### src/mmad_pkg.sv
package mmad_pkg;

   // ----------------------------------------------------------------
   // Address map
   // ----------------------------------------------------------------
   localparam logic [19:0] PROG_TOP  = 20'h0FFFF;  // Last program byte
   localparam logic [15:0] ROM_LO    = 16'h0000;   // Internal ROM base
   localparam logic [15:0] ROM_HI    = 16'h1FFF;   // Internal ROM top
   localparam logic [15:0] BOOT_ADDR = 16'h0000;   // First fetch after reset
   localparam logic [15:0] VEC_LO    = 16'h0010;   // Interrupt entry base
   localparam logic [15:0] VEC_HI    = 16'h007F;   // Interrupt entry top
   localparam logic [15:0] RAM_LO    = 16'hFEC0;   // Internal RAM base
   localparam logic [15:0] RAM_HI    = 16'hFFBF;   // Internal RAM top
   localparam logic [7:0]  DIR_PAGE  = 8'hFF;      // Implied upper byte
   localparam logic [7:0]  DIR_LAST  = 8'hEF;      // Last direct byte served inside
   localparam logic [15:0] DMA_LO    = 16'hFF10;   // Micro DMA parameter base
   localparam logic [15:0] DMA_HI    = 16'hFF7F;   // Micro DMA parameter top
   localparam logic [15:0] IO_LO     = 16'hFFC0;   // Internal I/O base
   localparam logic [15:0] IO_HI     = 16'hFFEF;   // Internal I/O top
   localparam logic [15:0] XBANK_REG = 16'hFFEC;   // X bank register
   localparam logic [15:0] YBANK_REG = 16'hFFED;   // Y bank register

   // ----------------------------------------------------------------
   // Reset values and counts
   // ----------------------------------------------------------------
   localparam logic [3:0]  BANK_RST   = 4'h0;      // Bank bits after reset
   localparam logic [3:0]  BANK_FILL  = 4'hF;      // Unused bank bits read
   localparam logic [3:0]  BANK0      = 4'h0;      // Bank of internal resources
   localparam logic [1:0]  STROBE_MIN = 2'h3;      // Count that ends the four-cycle least strobe
   localparam logic [2:0]  SYNC_RST   = 3'h7;      // Synchroniser reset level

   // ----------------------------------------------------------------
   // Types
   // ----------------------------------------------------------------
   typedef enum logic [1:0] {BANK_NONE, BANK_X, BANK_Y} mmad_bank_t;
   typedef enum logic [1:0] {RGN_ROM, RGN_RAM, RGN_IO, RGN_EXT} mmad_rgn_t;

   // CPU access request
   typedef struct packed {
      logic [19:0] addr;       // Full or 16-bit address
      logic [7:0]  direct_op;  // Short-form operand
      logic        direct;     // Use short-form operand
      logic        fetch;      // Program fetch
      logic        write;      // Write access
      logic [7:0]  wdata;      // Write data
      mmad_bank_t  bank;       // Bank register to apply
   } mmad_req_t;

   // Internal memory port
   typedef struct packed {
      logic [15:0] addr;       // Local address
      logic        rom_sel;    // ROM selected
      logic        ram_sel;    // RAM selected
      logic        io_sel;     // I/O area selected
      logic        we;         // Write enable
      logic [7:0]  wdata;      // Write data
   } mmad_int_t;

endpackage

### src/mmad_decoder.sv
`timescale 1ns/100ps
module mmad_decoder (
   // Clock and reset
   input  wire logic                clk_in,
   input  wire logic                rst_in,
   // CPU request and answer
   input  wire logic                req_valid_in,
   input  wire mmad_pkg::mmad_req_t req_in,
   output logic                     req_ready_out,
   output logic                     done_out,
   output logic [7:0]               rdata_out,
   output logic [15:0]              boot_addr_out,
   // Internal memories
   output mmad_pkg::mmad_int_t      int_out,
   input  wire logic [7:0]          rom_rdata_in,
   input  wire logic [7:0]          ram_rdata_in,
   input  wire logic [7:0]          io_rdata_in,
   output logic                     vec_area_out,
   output logic                     dma_param_out,
   input  wire logic                micro_dma_en_in,
   // Straps and control
   input  wire logic                internal_rom_select_in,
   input  wire logic                wait_n_in,
   // Port 4 control
   input  wire logic [3:0]          p4_addr_sel_in,
   input  wire logic [3:0]          p4_port_in,
   // External bus pins
   input  wire logic [7:0]          p0_in,
   output logic [7:0]               p0_out,
   output logic                     p0_oe_out,
   output logic [7:0]               p1_out,
   output logic [7:0]               p2_out,
   output logic [3:0]               p4_out,
   output logic                     rd_n_out,
   output logic                     wr_n_out,
   output logic                     clk_out
);

   // ----------------------------------------------------------------
   // Pin synchronisers
   // ----------------------------------------------------------------
   logic [2:0] rom_sync_q;   // Strap sampling chain
   logic [2:0] rom_sync_d;   // Next strap chain
   logic [2:0] wait_sync_q;  // Wait sampling chain
   logic [2:0] wait_sync_d;  // Next wait chain
   logic       rom_sel_q;    // Accepted strap level
   logic       rom_sel_d;    // Next strap level
   logic       wait_n_q;     // Accepted wait level
   logic       wait_n_d;     // Next wait level
   // Shift pins in; a level counts once stages two and three agree
   always_comb begin
      rom_sync_d  = {rom_sync_q[1:0], internal_rom_select_in};
      wait_sync_d = {wait_sync_q[1:0], wait_n_in};
      rom_sel_d   = (rom_sync_q[2] == rom_sync_q[1]) ? rom_sync_q[2] : rom_sel_q;
      wait_n_d    = (wait_sync_q[2] == wait_sync_q[1]) ? wait_sync_q[2] : wait_n_q;
   end
   // Register synchroniser state
   always_ff @(posedge clk_in) begin
      if (rst_in) begin
         rom_sync_q  <= mmad_pkg::SYNC_RST;
         wait_sync_q <= mmad_pkg::SYNC_RST;
         rom_sel_q   <= 1'b1;
         wait_n_q    <= 1'b1;
      end else begin
         rom_sync_q  <= rom_sync_d;
         wait_sync_q <= wait_sync_d;
         rom_sel_q   <= rom_sel_d;
         wait_n_q    <= wait_n_d;
      end
   end

   // ----------------------------------------------------------------
   // Clock output divider
   // ----------------------------------------------------------------
   logic clk_div_q;  // Half-period phase
   logic clk_div_d;
   logic clk_q;      // Clock pin level
   logic clk_d;
   // Toggle every second cycle, quarter of the input rate
   always_comb begin
      clk_div_d = ~clk_div_q;
      clk_d     = clk_div_q ? ~clk_q : clk_q;
   end
   // Held high throughout reset
   always_ff @(posedge clk_in) begin
      if (rst_in) begin
         clk_div_q <= 1'b0;
         clk_q     <= 1'b1;
      end else begin
         clk_div_q <= clk_div_d;
         clk_q     <= clk_d;
      end
   end

   assign clk_out = clk_q;

   // ----------------------------------------------------------------
   // Address resolution
   // ----------------------------------------------------------------
   logic [19:0]         eff_addr;  // Resolved 20-bit address
   logic [15:0]         low_addr;  // Lower 16 bits
   mmad_pkg::mmad_rgn_t eff_rgn;   // Target region
   logic [3:0]          index_x_bank_q;  // X bank register
   logic [3:0]          index_y_bank_q;  // Y bank register
   // Form the address and pick the region that serves it
   always_comb begin
      // Short-form operand wins over any bank register
      eff_addr = req_in.addr;
      if (req_in.bank == mmad_pkg::BANK_X) eff_addr = {index_x_bank_q, req_in.addr[15:0]};
      if (req_in.bank == mmad_pkg::BANK_Y) eff_addr = {index_y_bank_q, req_in.addr[15:0]};
      if (req_in.direct) begin
         eff_addr = {mmad_pkg::BANK0, mmad_pkg::DIR_PAGE, req_in.direct_op};
      end
      // Fetches never leave the 64K program space
      eff_addr = req_in.fetch ? (eff_addr & mmad_pkg::PROG_TOP) : eff_addr;
      low_addr = eff_addr[15:0];
      eff_rgn  = mmad_pkg::RGN_EXT;
      if (eff_addr[19:16] == mmad_pkg::BANK0) begin
         if (rom_sel_q && low_addr <= mmad_pkg::ROM_HI) begin
            eff_rgn = mmad_pkg::RGN_ROM;
         end else if (low_addr >= mmad_pkg::RAM_LO && low_addr <= mmad_pkg::RAM_HI) begin
            eff_rgn = mmad_pkg::RGN_RAM;
         end else if (low_addr >= mmad_pkg::IO_LO && low_addr <= mmad_pkg::IO_HI) begin
            eff_rgn = mmad_pkg::RGN_IO;
         end
      end
   end

   // ----------------------------------------------------------------
   // Access sequencer
   // ----------------------------------------------------------------
   typedef enum logic [2:0] {ST_IDLE, ST_INT, ST_SETUP, ST_STROBE, ST_DONE} mmad_state_t;
   mmad_state_t         state_q;   // Sequencer state
   mmad_state_t         state_d;
   logic [19:0]         addr_q;    // Latched address
   logic [19:0]         addr_d;
   mmad_pkg::mmad_rgn_t rgn_q;     // Latched region
   mmad_pkg::mmad_rgn_t rgn_d;
   logic                write_q;   // Latched direction
   logic                write_d;
   logic [7:0]          wdata_q;   // Latched write data
   logic [7:0]          wdata_d;
   logic [7:0]          rdata_q;   // Answer data
   logic [7:0]          rdata_d;
   logic [1:0]          cnt_q;     // Strobe length count
   logic [1:0]          cnt_d;
   logic [3:0]          index_x_bank_d;
   logic [3:0]          index_y_bank_d;
   logic [7:0]          io_rd;     // I/O read with bank registers merged

   // Bank registers read with unused bits as ones
   always_comb begin
      case (addr_q[15:0])
         mmad_pkg::XBANK_REG: io_rd = {mmad_pkg::BANK_FILL, index_x_bank_q};
         mmad_pkg::YBANK_REG: io_rd = {mmad_pkg::BANK_FILL, index_y_bank_q};
         default:             io_rd = io_rdata_in;
      endcase
   end

   // Next-state logic for every access
   always_comb begin
      state_d = state_q;
      addr_d  = addr_q;
      rgn_d   = rgn_q;
      write_d = write_q;
      wdata_d = wdata_q;
      rdata_d = rdata_q;
      cnt_d   = cnt_q;
      index_x_bank_d = index_x_bank_q;
      index_y_bank_d = index_y_bank_q;
      case (state_q)
         // Take one request at a time
         ST_IDLE: begin
            if (req_valid_in) begin
               addr_d  = eff_addr;
               rgn_d   = eff_rgn;
               write_d = req_in.write;
               wdata_d = req_in.wdata;
               cnt_d   = 2'h0;
               state_d = (eff_rgn == mmad_pkg::RGN_EXT) ? ST_SETUP : ST_INT;
            end
         end
         // Internal resources answer in one cycle
         ST_INT: begin
            case (rgn_q)
               mmad_pkg::RGN_ROM: rdata_d = rom_rdata_in;
               mmad_pkg::RGN_RAM: rdata_d = ram_rdata_in;
               default:           rdata_d = io_rd;
            endcase
            if (write_q && rgn_q == mmad_pkg::RGN_IO) begin
               if (addr_q[15:0] == mmad_pkg::XBANK_REG) index_x_bank_d = wdata_q[3:0];
               if (addr_q[15:0] == mmad_pkg::YBANK_REG) index_y_bank_d = wdata_q[3:0];
            end
            state_d = ST_DONE;
         end
         // Address settles on the pins before the strobe
         ST_SETUP: state_d = ST_STROBE;
         // Strobe for a least length, longer while wait is low
         ST_STROBE: begin
            if (cnt_q != mmad_pkg::STROBE_MIN) begin
               cnt_d = cnt_q + 2'h1;
            end else if (wait_n_q) begin
               rdata_d = p0_in;
               state_d = ST_DONE;
            end
         end
         // One-cycle completion
         ST_DONE:  state_d = ST_IDLE;
         default:  state_d = ST_IDLE;
      endcase
   end

   // Register the sequencer
   always_ff @(posedge clk_in) begin
      if (rst_in) begin
         state_q <= ST_IDLE;
         addr_q  <= 20'h00000;
         rgn_q   <= mmad_pkg::RGN_EXT;
         write_q <= 1'b0;
         wdata_q <= 8'h00;
         rdata_q <= 8'h00;
         cnt_q   <= 2'h0;
         index_x_bank_q <= mmad_pkg::BANK_RST;
         index_y_bank_q <= mmad_pkg::BANK_RST;
      end else begin
         state_q <= state_d;
         addr_q  <= addr_d;
         rgn_q   <= rgn_d;
         write_q <= write_d;
         wdata_q <= wdata_d;
         rdata_q <= rdata_d;
         cnt_q   <= cnt_d;
         index_x_bank_q <= index_x_bank_d;
         index_y_bank_q <= index_y_bank_d;
      end
   end

   // ----------------------------------------------------------------
   // Outputs
   // ----------------------------------------------------------------
   assign req_ready_out = (state_q == ST_IDLE);
   assign done_out      = (state_q == ST_DONE);
   assign rdata_out     = rdata_q;
   assign boot_addr_out = mmad_pkg::BOOT_ADDR;

   // Internal port; ROM is never written
   always_comb begin
      int_out.addr    = addr_q[15:0];
      int_out.rom_sel = (state_q == ST_INT) && (rgn_q == mmad_pkg::RGN_ROM);
      int_out.ram_sel = (state_q == ST_INT) && (rgn_q == mmad_pkg::RGN_RAM);
      int_out.io_sel  = (state_q == ST_INT) && (rgn_q == mmad_pkg::RGN_IO);
      int_out.we      = (state_q == ST_INT) && write_q && (rgn_q != mmad_pkg::RGN_ROM);
      int_out.wdata   = wdata_q;
   end

   // Area flags for interrupt entry and DMA parameters
   assign vec_area_out  = (rgn_q == mmad_pkg::RGN_ROM) && (addr_q[15:0] >= mmad_pkg::VEC_LO)
                          && (addr_q[15:0] <= mmad_pkg::VEC_HI);
   assign dma_param_out = micro_dma_en_in && (rgn_q == mmad_pkg::RGN_RAM)
                          && (addr_q[15:0] >= mmad_pkg::DMA_LO)
                          && (addr_q[15:0] <= mmad_pkg::DMA_HI);

   // External pins: address held from latch, data driven only on write
   assign p1_out    = addr_q[7:0];
   assign p2_out    = addr_q[15:8];
   assign p0_out    = wdata_q;
   assign p0_oe_out = write_q && (rgn_q == mmad_pkg::RGN_EXT)
                      && (state_q == ST_SETUP || state_q == ST_STROBE);
   assign rd_n_out  = ~((state_q == ST_STROBE) && !write_q);
   assign wr_n_out  = ~((state_q == ST_STROBE) && write_q);

   // Port 4 bits chosen one by one between bank address and port latch
   genvar gi;
   generate
      for (gi = 0; gi < 4; gi++) begin : g_p4
         assign p4_out[gi] = p4_addr_sel_in[gi] ? addr_q[16 + gi] : p4_port_in[gi];
      end
   endgenerate

endmodule // mmad_decoder

### config.mk
export PLATFORM = sky130hd
export DESIGN_NAME = mmad_decoder
export DESIGN_NICKNAME = d
export VERILOG_FILES = /design/src/mmad_pkg.sv /design/src/mmad_decoder.sv
export SDC_FILE = /design/constraint.sdc
export NUM_CORES = 1
export LEC_CHECK = 0
export BUFFER_PORTS_ARGS = -buffer_cell sky130_fd_sc_hd__buf_2
export CAP_MARGIN = 15
export CORE_ASPECT_RATIO = 1.5
export CORE_MARGIN = 2
export CORE_UTILIZATION = 43
export CTS_BUF_LIST = sky130_fd_sc_hd__clkbuf_2 sky130_fd_sc_hd__clkbuf_4 sky130_fd_sc_hd__clkbuf_8
export CTS_CLUSTER_DIAMETER = 30
export DETAILED_ROUTE_END_ITERATION = 7
export PLACE_DENSITY = 0.76
export SLEW_MARGIN = 0
export SYNTH_ARGS = -nofsm -noshare
export SYNTH_HDL_FRONTEND = slang
export SYNTH_SLANG_ARGS = --single-unit
### constraint.sdc
create_clock -name clk_in -period 1.6 [get_ports clk_in]
set_input_delay 0.08 -clock clk_in [delete_from_list [all_inputs] [get_ports clk_in]]
set_output_delay 0.08 -clock clk_in [all_outputs]
set_load 0.05 [all_outputs]
# Yosys cells after proc, flatten, opt, wreduce, memory -nomap -nowiden
# Cells that the tools add are included.
totals:
  regBits: 62
  in_bits: 87
  output_inout_bits: 88
  word_cells: 105
op_classes:
  addsub: 1
  order_cmp: 9
  eq_ne: 19
  muxes: 25
  bitwise: 4
  reduce_logical: 32
op_table:
  columns: ["operator", "n"]
  rows:
  - ["$mux 20", 4]
  - ["$ge 16x16->1 const B", 3]
  - ["$le 16x16->1 const B", 3]
  - ["$pmux 8 s2", 3]
  - ["$eq 16x16->1 const B", 2]
  - ["$logic_and 1x1->1", 18]
  - ["$ge 16x5->1 const B", 1]
  - ["$le 16x13->1 const B", 1]
  - ["$le 16x7->1 const B", 1]
  - ["$mux 8", 2]
  - ["$reduce_and 3->1", 5]
  - ["$mux 2", 6]
  - ["$pmux 3 s4", 1]
  - ["$ne 2x2->1 const B", 5]
  - ["$mux 3", 3]
  - ["$eq 2x2->1 const B", 4]
  - ["$eq 3x2->1 const B", 2]
  - ["$reduce_bool 2->1", 3]
  - ["$mux 1", 5]
  - ["$eq 2x1->1 const B", 2]
  - ["$logic_not 4->1", 1]
  - ["$not 1->1", 4]
  - ["$pmux 2 s2", 1]
  - ["$eq 3x1->1 const B", 1]
  - ["8 further kinds", 9]

# Logic depth before layout (Yosys ltp)
logic_depth:
  word_depth: 15
  ltp_mapped: 8
  ltp_nobuf: 6

# Worst setup path after synthesis
# No wires, ideal clock.
synth_timing:
  kind: "register to output"
  start: "reg rgn_q[0]"
  end: "out vec_area_out"
  arrival_ns: 2.468
  t_required_ns: 1.520
  path_slack_ns: -0.948
  stages_incl_launch_ff: 6
  n_path_buf: 2
  path_cell_list: "dfxtp_1 -> buf_2 -> buf_2 -> nor4_1 -> nand3_1 -> nor4_1"
synth_via:
  elab_chain_cells: 3
synth_lines:
  columns: ["item", "line", "text"]
  rows:
  - ["start: declaration", "mmad_decoder.sv:137", "mmad_pkg::mmad_rgn_t rgn_q;"]
  - ["start signal: assignment", "mmad_decoder.sv:218", "rgn_q <= mmad_pkg::RGN_EXT;"]
  - ["start signal: assignment", "mmad_decoder.sv:228", "rgn_q <= rgn_d;"]
  - ["$logic_not 2->1", "mmad_decoder.sv:257", "assign vec_area_out = (rgn_q == mmad_pkg::RGN_ROM) && (addr_q[15:0] >= mmad_pkg::VEC_LO)"]
  - ["$logic_and 1x1->1", "mmad_decoder.sv:257", null]
  - ["$logic_and 1x1->1", "mmad_decoder.sv:258", "&& (addr_q[15:0] <= mmad_pkg::VEC_HI);"]
  - ["end: declaration", "mmad_decoder.sv:18", "output logic vec_area_out,"]
# No other way between the ends.

==> impl_metrics.tcl <==
set metrics [dict create \
    worstHoldPathCells 3 \
    slowest_stage "or3b_4" \
    fin_skew_ps 11.6 \
    hp-start "req_in[33]" \
    synth_top_area_cell "dfxtp_1" \
    holdPathEnd "addr_q[12]$_SDFFE_PP0P_" \
    ys_types 52 \
    route.detailed.drc 0 \
    die_area_um2 8920 \
    max_stage_delay_ps 390 \
    timing.hold.ws_ps 60.9 \
    worst_path_dominant_cell_family "simple AND/OR/NAND/NOR gates" \
    violations "negative setup slack" \
    r2r_start "addr_q[11]$_SDFFE_PP0P_" \
    ys.flop_type "dfxtp_1" \
    rows 40 \
    cts_buffers 9 \
    nNetsFinal 669 \
    totalPowerFinal_mw 5.00 \
    clkTransAtPathRegs_ps 80 \
    crit_chain "or3b_4, buf_6, nor2_4, and2_4, buf_8" \
    numPortBuffers 158 \
    hold_viol 0 \
    worstSetupEndpointType "output pin" \
    postRouteAntennaNets 0 \
    p_per_area_nw_per_um2 1030 \
    fin_tns_setup_ps -117 \
    critical_path_required_ps 1520 \
    p_leak_nw 2.27 \
    max_freq_mhz 603 \
    cts-root-buf "clkbuf_8" \
    fin_crit_ps 1660 \
    die_x_um 77.8 \
    clock-sinks 62 \
    routedWlPerCell_um 14.2 \
    netlist_area_um2 3510 \
    rsz0062_at_grt "yes" \
    ys_seq_area_share_pct 35.3 \
    core_area_um2 7960 \
    crit_type "flip-flop to output pin" \
    min_period_over_period_pct 104 \
    maxCapViolCount 0 \
    boundaryPins 175 \
    cp-start-kind "flip-flop" \
    worstPathMaxFanout 5 \
    layout_setup_ws_ps -57.4 \
    synthTopCellsByArea "dfxtp_1 35%, buf_4 12%, mux2i_1 8.0%, nor2_1 5.2%, nor3_1 4.0%" \
    drive_gt1_share_pct 45.1 \
    globalplace.congestion 0.848 \
    r2r_slack_ps -40 \
    synth_cells 424 \
    num_vias 3513 \
    hp-class "primary input to flip-flop" \
    post-route-util_pct 61.0 \
    grt.overflow.total 0 \
    outcome "complete, but fails checks" \
    grt_pass1_vias 3403 \
    yosysWarnings 0 \
    antenna_found_initial 0 \
    initial_core_util_pct 44.2 \
    final_common_cell "buf_2" \
    num_antenna_cells 0 \
    cp.arrival_ps 1580 \
    syn_area_per_cell_um2 8.29 \
    synth-edff-count 0 \
    h-tree-depth 3 \
    ys_seq_elements 62 \
    timing.rr.end "index_x_bank_q[0]$_SDFFE_PP0P_" \
    viasPerCell 5.08 \
    grt_usage_pct 21.4 \
    setup_viol 5 \
    wl_um 9790 \
    drv_slew 0 \
    drt-pass1-iter-count 4 \
    reg2regPathDepth 6 \
    crit_buf_inv 2 \
    clkLatencyLatePin_ps 340 \
    drt-initial-drc-count 133 \
    final_cell_mix "151 x buf_2, 51 x dfxtp_1, 47 x nor2_1, 38 x buf_4, 31 x nand2_1" \
    grt_max_degree 41 \
    async_flop_share_pct 0 \
    ir_worst_vdd_uv 784 \
    dp_cells 658 \
    fp.dieH_um 115 \
    grt_pass1_wl_um 15500 \
    final_cells 691 \
    syn2layout_area_growth_pct 38.1 \
    hpwl_um 7330 \
    synth_top_area_share_pct 35.3 \
    cts_buffer_depth 2 \
    cts_tree "built" \
]
-- cell families (layout without fill, tap and decap cells) --
| logic type | Yosys count | after routing | synth area share [%] |
|---|---|---|---|
| AND/OR/NAND/NOR | 160 | 160 | 22.7 |
| AO/OA/AOI/OAI | 83 | 83 | 15.7 |
| buffers and inverters | 82 | 229 | 15.8 |
| flip-flops | 62 | 62 | 35.3 |
| multiplexers | 32 | 32 | 9.26 |
| XOR/XNOR | 3 | 3 | 0.748 |
| adder cells (fa/ha/maj) | 1 | 1 | 0.356 |
| other | 1 | 16 | 0.107 |
-- per-layer routing --
layer	share of wire (%)	wire (um)	GRT usage, %	vias to the layer above
met5	0	0	0	-
met4	2.1	206	10.2	0
met3	4.0	396	1.97	19
met2	55	5410	40.3	115
met1	39	3780	23.9	1636
li1	-	-	-	1743
-- sequential cells by signal, summed over array words and instances, names as in the netlist --
signal	count
rgn_q	2
clk_div_q	1
rom_sync_q	3
rom_sel_q	1
index_x_bank_q	4
cnt_q	2
addr_q	20
index_y_bank_q	4
rdata_out	8
clk_out	1
write_q	1
wait_sync_q	3
wait_n_q	1
state_q	3
p0_out	8
-- worst register-to-register path, cell delays in order, from the launching register on --
cell	delay (ps)
dfxtp_2	340
nand4_1	160
nor4_2	290
buf_4	160
and3b_2	260
mux2i_1	240
nor2_1	70
-- metrics by stage --
step	worst slack, ps	area [um^2]
after floorplan	-116	3660
after detailed placement	-75.9	4310
after global placement	11.6	4310
after CTS	-66.0	4730
after global routing	-118	4850
final	-57.4	4850
-- Yosys cell counts (all sizes together), types with 2 or more instances --
cell    count
o211ai      4
a21oi      25
nor4        3
and2        2
or2         7
clkbuf     10
nand3       4
nand3b      6
o21ai      12
nand4b      2
a31oi       3
mux2i      28
nand2b      6
dfxtp      62
or2b        2
o21bai      2
nor2b       9
nor3       29
o221ai      2
a32o        4
buf        71
a211oi     17
a22oi       6
mux2        4
nand4       2
nor2       49
and4        2
xor2        2
nand2      32
-- cell type report --
type,instances,area [um^2]
Inverter,1,3.75
Clock buffer,9,124
Clock inverter,7,98.8
Multi-Input combinational cell,295,1930
Tap cell,105,131
Fill cell,734,3100
Timing Repair Buffer,212,1310
Sequential cell,62,1250
-- timing repair --
action | in CTS | in global routing
setup endpoints to repair | 14 | 31
hold buffers | 11 | 0
endpoints found under the hold margin | 11 | 0
pin swaps | 4 | 13
gates resized for setup | 29 | 25
cloned | 0 | 0
setup buffers | 1 | 5
-- power by group --
part | total (mW) | internal (mW) | switching (mW)
combinational | 1.72 | 0.535 | 1.18
sequential | 1.76 | 1.66 | 0.0928
clock | 1.52 | 0.881 | 0.640
total | 5.00 | 3.08 | 1.92
-- how the worst max path moves through the flow --
| stage | startpoint | endpoint | slack [ps] | cells after the start |
|---|---|---|---|---|
| 6_report | state_q[0]$_SDFFE_PP0P_ | int_out[10] | -60 | 5 |
| 5_1_grt | addr_q[4]$_SDFFE_PP0P_ | index_x_bank_q[3]$_SDFFE_PP0P_ | -120 | 6 |
| 4_1_cts | state_q[0]$_SDFFE_PP0P_ | int_out[10] | -70 | 5 |
| 3_5_place_dp | cnt_q[0]$_SDFFE_PP0P_ | state_q[0]$_SDFFE_PP0P_ | -80 | 7 |
| 3_3_place_gp | req_in[0] | rgn_q[0]$_SDFFE_PP1P_ | 10 | 8 |
| 2_1_floorplan | rgn_q[0]$_SDFFE_PP1P_ | vec_area_out | -120 | 5 |
Note: power is estimated with default switching activity, not from simulation.
